$ cat src/shared/sse_pkg.sv
// constants, field layouts and carrier types for the three-instruction execute block
// assumes a 14-bit instruction word and 8-bit data path on one instruction clock
package sse_pkg;

  // ----------------------------------------------------------------
  // instruction word layout
  // ----------------------------------------------------------------
  localparam int IW_W      = 14;            // instruction width
  localparam int DW        = 8;             // data width
  localparam int AW        = 7;             // file address width
  localparam int OPC_HI    = 13;            // opcode field top bit
  localparam int OPC_LO    = 8;             // opcode field bottom bit
  localparam int DST_BIT   = 7;             // destination-select bit
  localparam int NIB_W     = 4;             // nibble width

  localparam logic [5:0]  OPC_SUB    = 6'h02;   // 00 0010 dfff ffff
  localparam logic [5:0]  OPC_SWAP   = 6'h0E;   // 00 1110 dfff ffff
  localparam logic [10:0] DIRLD_PAT  = 11'h00C; // 00 0000 0110 0 + fff
  localparam int          DIRLD_LO   = 3;       // pattern starts above fff

  // ----------------------------------------------------------------
  // direction registers
  // ----------------------------------------------------------------
  localparam logic [2:0] DIR_FIRST = 3'h5;  // lowest valid selector
  localparam logic [2:0] DIR_LAST  = 3'h7;  // highest valid selector
  localparam int         DIR_N     = 3;     // number of direction registers
  localparam logic [7:0] DIR_RESET = 8'hFF; // all pins input after reset
  localparam logic [7:0] ZERO8     = 8'h00; // cleared byte

  // ----------------------------------------------------------------
  // carriers
  // ----------------------------------------------------------------
  typedef struct packed {
    logic z;                                // zero flag
    logic digit_carry;                      // digit carry flag
    logic c;                                // carry flag
  } sse_flags_t;

  typedef struct packed {
    logic          we;                      // one-cycle write strobe
    logic [AW-1:0] addr;                    // file address
    logic [DW-1:0] data;                    // write data
  } sse_fwr_t;

  // slot index of a direction selector 5..7
  function automatic logic [1:0] sse_dir_idx(input logic [2:0] sel);
    sse_dir_idx = 2'(sel - DIR_FIRST);
  endfunction

endpackage

$ cat src/design/sse_exec.sv
// execute stage for subtract_acc_from_file, nibble_swap_file and direction_load
// assumes file operand and accumulator arrive on the same clock as the instruction
// the register file and the accumulator themselves live outside this block
module sse_exec
  import sse_pkg::*;
(
  input  wire logic            mclk_in,        // instruction clock
  input  wire logic            resetn_in,      // sync reset, low active
  input  wire logic            exec_valid_in,  // instruction present this cycle
  input  wire logic [IW_W-1:0] instr_in,       // instruction word
  input  wire logic [DW-1:0]   acc_in,         // accumulator value
  input  wire logic [DW-1:0]   file_rdata_in,  // addressed file register value
  input  wire logic            dir_wr_in,      // direct direction write strobe
  input  wire logic [2:0]      dir_sel_in,     // direct access selector 5..7
  input  wire logic [DW-1:0]   dir_wdata_in,   // direct write data
  output logic                 acc_we_out,     // accumulator write pulse
  output logic [DW-1:0]        acc_wdata_out,  // accumulator write data
  output sse_fwr_t             file_wr_out,    // file write back
  output logic                 flags_we_out,   // status write pulse
  output sse_flags_t           flags_out,      // new status flags
  output logic [DW-1:0]        dir_rdata_out,  // direct read data
  output logic [DIR_N*DW-1:0]  dir_out         // all direction registers
);

  // ----------------------------------------------------------------
  // decode
  // ----------------------------------------------------------------
  wire [5:0]    opc      = instr_in[OPC_HI:OPC_LO];         // opcode field
  wire          dst_file = instr_in[DST_BIT];               // destination select
  wire [AW-1:0] faddr    = instr_in[AW-1:0];                // file address
  wire [2:0]    dsel     = instr_in[2:0];                   // direction selector
  // an instruction is acted on only while exec_valid_in is high;
  // any other opcode falls through with no strobe at all
  // the direction load pattern fixes the upper bits, fff picks the slot
  wire is_sub   = exec_valid_in && (opc == OPC_SUB);
  wire is_swap  = exec_valid_in && (opc == OPC_SWAP);
  wire is_dirld = exec_valid_in && (instr_in[IW_W-1:DIRLD_LO] == DIRLD_PAT)
                  && (dsel >= DIR_FIRST);
  wire dir_ok   = (dir_sel_in >= DIR_FIRST);                // direct access in range

  // ----------------------------------------------------------------
  // arithmetic
  // ----------------------------------------------------------------
  // nine-bit difference keeps the borrow out in the top bit
  // a separate five-bit difference gives the low nibble borrow
  wire [DW:0]    diff   = {1'b0, file_rdata_in} - {1'b0, acc_in};
  wire [NIB_W:0] ldiff  = {1'b0, file_rdata_in[NIB_W-1:0]}
                        - {1'b0, acc_in[NIB_W-1:0]};               // low nibble borrow
  wire           neg    = diff[DW];                                // borrow out
  wire           zero   = (diff[DW-1:0] == ZERO8);
  wire [DW-1:0]  swapd  = {file_rdata_in[NIB_W-1:0],
                           file_rdata_in[DW-1:NIB_W]};

  // flag selection: zero forces all set, negative forces all clear
  sse_flags_t sub_flags;
  assign sub_flags.z  = zero && !neg;
  assign sub_flags.c  = !neg;
  // a negative result never has a zero low byte, so zero and neg
  // are exclusive and the flag cases do not overlap
  assign sub_flags.digit_carry = neg ? 1'b0 : (zero ? 1'b1 : !ldiff[NIB_W]);

  wire [DW-1:0] result  = is_sub ? diff[DW-1:0] : swapd;           // datapath mux
  wire          do_res  = is_sub || is_swap;                       // result produced

  // ----------------------------------------------------------------
  // result and flag registers, one cycle per instruction
  // ----------------------------------------------------------------
  // strobes are one-cycle pulses; data reload on every cycle, flags hold until the next subtract
  always_ff @(posedge mclk_in) begin
    if (!resetn_in) begin
      acc_we_out    <= 1'b0;
      acc_wdata_out <= ZERO8;
      file_wr_out   <= '0;
      flags_we_out  <= 1'b0;
      flags_out     <= '0;
    end else begin
      acc_we_out       <= do_res && !dst_file;
      file_wr_out.we   <= do_res && dst_file;
      file_wr_out.addr <= faddr;
      file_wr_out.data <= result;
      acc_wdata_out    <= result;
      flags_we_out     <= is_sub;
      // swap and direction load leave the flags as they are
      if (is_sub) begin
        flags_out <= sub_flags;
      end
    end
  end

  // ----------------------------------------------------------------
  // direction registers
  // ----------------------------------------------------------------
  // slot index is the selector minus five, cut to two bits; selectors below five
  // wrap to indices 0..3 and are kept off by dir_ok and the range test
  logic [DW-1:0] dir_reg [DIR_N];                                  // storage
  wire  [1:0]    ld_idx = sse_dir_idx(dsel);                       // instruction slot
  wire  [1:0]    wr_idx = sse_dir_idx(dir_sel_in);                 // direct slot

  // direct write wins over a same-cycle direction load
  always_ff @(posedge mclk_in) begin
    if (!resetn_in) begin
      // every slot comes up as all inputs
      for (int i = 0; i < DIR_N; i++) begin
        dir_reg[i] <= DIR_RESET;
      end
    end else if (dir_wr_in && dir_ok) begin
      dir_reg[wr_idx] <= dir_wdata_in;
    end else if (is_dirld) begin
      dir_reg[ld_idx] <= acc_in;
    end
  end

  // read data and mirror outputs, registered
  // read data follows the selector with one cycle of latency
  always_ff @(posedge mclk_in) begin
    if (!resetn_in) begin
      dir_rdata_out <= ZERO8;
      dir_out       <= {DIR_N{DIR_RESET}};
    end else begin
      dir_rdata_out <= dir_ok ? dir_reg[wr_idx] : ZERO8;
      for (int i = 0; i < DIR_N; i++) begin
        dir_out[i*DW +: DW] <= dir_reg[i];                         // slot mirror
      end
    end
  end
endmodule

$ cat config.mk
export PLATFORM = sky130hd
export DESIGN_NAME = sse_exec
export DESIGN_NICKNAME = d
export VERILOG_FILES = /design/src/shared/sse_pkg.sv /design/src/design/sse_exec.sv
export SDC_FILE = /design/constraint.sdc
export NUM_CORES = 1
export LEC_CHECK = 0
export BUFFER_PORTS_ARGS = -buffer_cell sky130_fd_sc_hd__buf_2
export CAP_MARGIN = 15
export CORE_MARGIN = 1.5
export CORE_UTILIZATION = 50
export DETAILED_ROUTE_END_ITERATION = 10
export GPL_TIMING_DRIVEN = 0
export PLACE_DENSITY_LB_ADDON = 0.2
export SYNTH_ARGS = -nofsm -noshare
export SYNTH_HDL_FRONTEND = slang
export SYNTH_SLANG_ARGS = --single-unit
$ cat constraint.sdc
create_clock -name mclk_in -period 4.15 [get_ports mclk_in]
set_input_delay 0 -clock mclk_in [delete_from_list [all_inputs] [get_ports mclk_in]]
set_output_delay 0 -clock mclk_in [all_outputs]
set_load 0.01 [all_outputs]
==> impl_metrics.json <==
{
  "antenna_found_initial": 0,
  "hold_start": "dir_wdata_in[3]",
  "switching_share_pct": 25.6,
  "syn_area_sq_um": 3630,
  "post-cts-setup-buffers": 0,
  "endpoint_kind": "flop",
  "fin_crit_sh_pct": 54.6,
  "dieArea_sq_um": 7780,
  "largest_reg_flops": 32,
  "place.gp.congestion": 0.874,
  "ir_drop_uv": 197,
  "slowest_stage": "o22ai_1",
  "routed_wl_um": 7850,
  "clock_latency_ns": 0.35,
  "fp.dieW_um": 88.2,
  "dpl.hpwl_um": 5700,
  "p_leak_nw": 2.04,
  "ios": 106,
  "synth_cell_types": 48,
  "wl_per_cell_um": 14.2,
  "slew_headroom_pct": 41.4,
  "final_util_pct": 67.8,
  "area_growth_syn_to_layout_pct": 29.0,
  "grt_pass1_vias": 2652,
  "floorplan.rows": 30,
  "status": "finished clean",
  "clock-root-buffer": "clkbuf_8",
  "drive_gt1_share_pct": 32.8,
  "coreArea_sq_um": 6910,
  "postSynthCellCount": 315,
  "post-place-ws_ns": 1.60,
  "p_int_mw": 1.29,
  "port_buffers": 104,
  "cts_tree": "yes",
  "pwr-share-clk_pct": 32.4,
  "clockBufferDepth": 2,
  "holdCritPathClass": "in2reg",
  "grt_setup_unrepaired": "false",
  "tightest_slew_ns": 0.879,
  "rr_worst_depth": 2,
  "period_minus_slack_ns": 2.27,
  "avgViaCountPerCell": 4.84,
  "hold_violations": 0,
  "cap_viol_max_count": 0,
  "max_freq_ghz": 0.441,
  "power_density_nw_per_um2": 370,
  "yosys_register_bits": 85,
  "ys.flop_type": "dfxtp_1",
  "setup_violations": 0,
  "grt_overflow_total": 0,
  "setup_tns_ns": 0,
  "reg2reg_slack_ns": 3.02,
  "yosys_warnings": 0,
  "diodes": 0,
  "r2r-start": "dir_reg[1][5]",
  "power_frac_seq_pct": 53.0,
  "drcViolationCount": 0,
  "syn_avg_cell_area_sq_um": 11.5,
  "yosysSeqAreaShare_pct": 55.7,
  "grt_start_max_net_pins": 17,
  "r2r-end": "dir_rdata_out[5]",
  "drt_iter0_drc": 106,
  "worstPathArrival_ns": 2.25,
  "clk_pin_slew_worst_paths_ns": 0.09,
  "synth_top_cell_by_area": "dfxtp_1",
  "nets": 508,
  "switchingPower_mw": 0.444,
  "worst_setup_path_start_kind": "primary input",
  "required_ns": 4.13,
  "hold_depth": 3,
  "vias": 2677,
  "skew_ns": 0.00632,
  "numCtsBuffers": 9,
  "synth_edf_count": 32,
  "critPathKind": "in2reg",
  "crit_chain": "dlygate4sd3_1, buf_2, nor2_1, nand3_1, nor4_2, buf_6, nand2b_4, o22ai_1",
  "async_flop_share_pct": 0,
  "die_h_um": 88.2,
  "whs_endpoint": "dir_reg[3][3]",
  "syn_nets": 371,
  "maxSlewViolCount": 0,
  "drtAntennaViolNets": 0,
  "worstPathMaxFanout": 10,
  "power_frac_comb_pct": 14.6,
  "htreeDepth": 3,
  "grt_first_pass_wirelength_um": 12600,
  "finalWorstSetupSlack_ns": 1.88,
  "netlist_top_cells_area": "dfxtp_1, edfxtp_1, mux4_2",
  "cp_slowest_stage_delay_ns": 0.68,
  "firstDrtPassIters": 4,
  "cts.sinks": 85,
  "grtUsageTotal_pct": 21.9,
  "yosysTopAreaCellShare_pct": 29.2,
  "initial_utilization_pct": 52.6,
  "cts_resized": 0
}
worst max-delay path by stage:
stage | start | to | slack [ns] | depth (start not counted)
detailed placement | dir_sel_in[0] | dir_reg[3][3] | 1.60 | 8
global placement | dir_sel_in[0] | dir_reg[3][3] | 1.64 | 8
CTS | instr_in[10] | dir_reg[3][7] | 1.87 | 8
finish | instr_in[10] | dir_reg[3][4] | 1.88 | 8
floorplan | dir_sel_in[1] | dir_reg[3][0] | 2.05 | 8
global route | instr_in[10] | dir_reg[2][4] | 1.73 | 9
per-stage QoR:
stage | cell area, sq um | hold slack [ns] | power [mW] | instances
3_5_place_dp | 4270 | 0.203 | 1.18 | 515
4_1_cts | 4680 | 0.0203 | 1.75 | 553
6_report | 4680 | 0.0313 | 1.73 | 553
2_1_floorplan | 3630 | 0.0728 | 1.09 | 315
3_3_place_gp | 4270 | 0.198 | 1.17 | 515
5_1_grt | 4680 | 0.0347 | 1.81 | 553
routing by layer:
metal | wire length, um | global-route usage (%) | vias up | part of all wire, %
li1 | - | - | 1344 | -
met1 | 3220 | 25.5 | 1231 | 41
met2 | 4050 | 38.6 | 87 | 52
met3 | 446 | 6.03 | 15 | 5.7
met4 | 129 | 7.95 | 0 | 1.6
met5 | 0 | 0 | - | 0
cells by family (layout without fill, tap and decap cells):
family | after synthesis | in the layout | share of synthesized area, %
AOI/OAI and AO/OA | 28 | 28 | 6.45
xor gates and xnor gates | 4 | 4 | 0.965
adders and majority gates | 11 | 11 | 4.00
buffers and inverters | 44 | 186 | 6.07
DFF | 85 | 85 | 55.7
muxes | 21 | 21 | 8.58
and+or+nand+nor | 122 | 122 | 18.2
what timing repair did:
item | 4_1_cts | 5_1_grt
hold buffers | 22 | 0
setup endpoints to repair | 0 | 0
endpoints found under the hold margin | 19 | 0
cell type report:
class / instances / area (sq um)
sequential: 85 / 2020
clock buffer: 11 / 153
clock inverter: 5 / 40.0
buffer: 18 / 123
tap: 96 / 120
inverter: 26 / 97.6
fill: 588 / 2220
multi-input combinational: 186 / 1390
timing repair buffer: 126 / 741
synth_stat cells, types with 2 or more instances:
master,number
o21ai_0,2
buf_4,8
inv_1,26
and2_1,6
dfxtp_1,53
clkbuf_1,7
nor2_1,23
mux4_2,8
o22a_1,2
nand4_1,5
nand2b_1,25
a21oi_1,6
buf_6,2
nor3_1,3
or2_2,3
a211oi_1,3
xnor2_1,3
edfxtp_1,32
ha_1,10
nand3_1,7
nor2b_1,10
o22ai_4,3
nand2_1,28
o21a_1,3
or2_1,3
mux2i_1,12
cell usage in the layout, fill, tap and decap left out, types with 8 or more instances in the layout:
| cell | count |
|---|---|
| edfxtp_1 | 32 |
| mux4_2 | 8 |
| nor2_1 | 23 |
| nor2b_1 | 10 |
| ha_1 | 10 |
| clkbuf_8 | 10 |
| nand2b_1 | 25 |
| dlygate4sd3_1 | 22 |
| mux2i_1 | 12 |
| clkbuf_1 | 8 |
| buf_4 | 8 |
| inv_1 | 26 |
| buf_2 | 104 |
| dfxtp_1 | 53 |
| nand2_1 | 28 |
power by group through the flow:
stage          clock (mW)  sequential, mW  combinational (mW)
5_1_grt             0.603           0.925               0.278
3_3_place_gp            0           0.938               0.234
3_5_place_dp            0           0.939               0.238
2_1_floorplan           0           0.951               0.137
4_1_cts             0.572           0.920               0.254
6_report            0.561           0.919               0.253
worst max-delay path, delay by kind of cell:
| family | cells | cell delay (ns) |
|---|---|---|
| buf+inv | 3 | 0.88 |
| compound gates | 1 | 0.68 |
| simple gates | 4 | 0.67 |
Note: power is estimated with default switching activity, not from simulation.
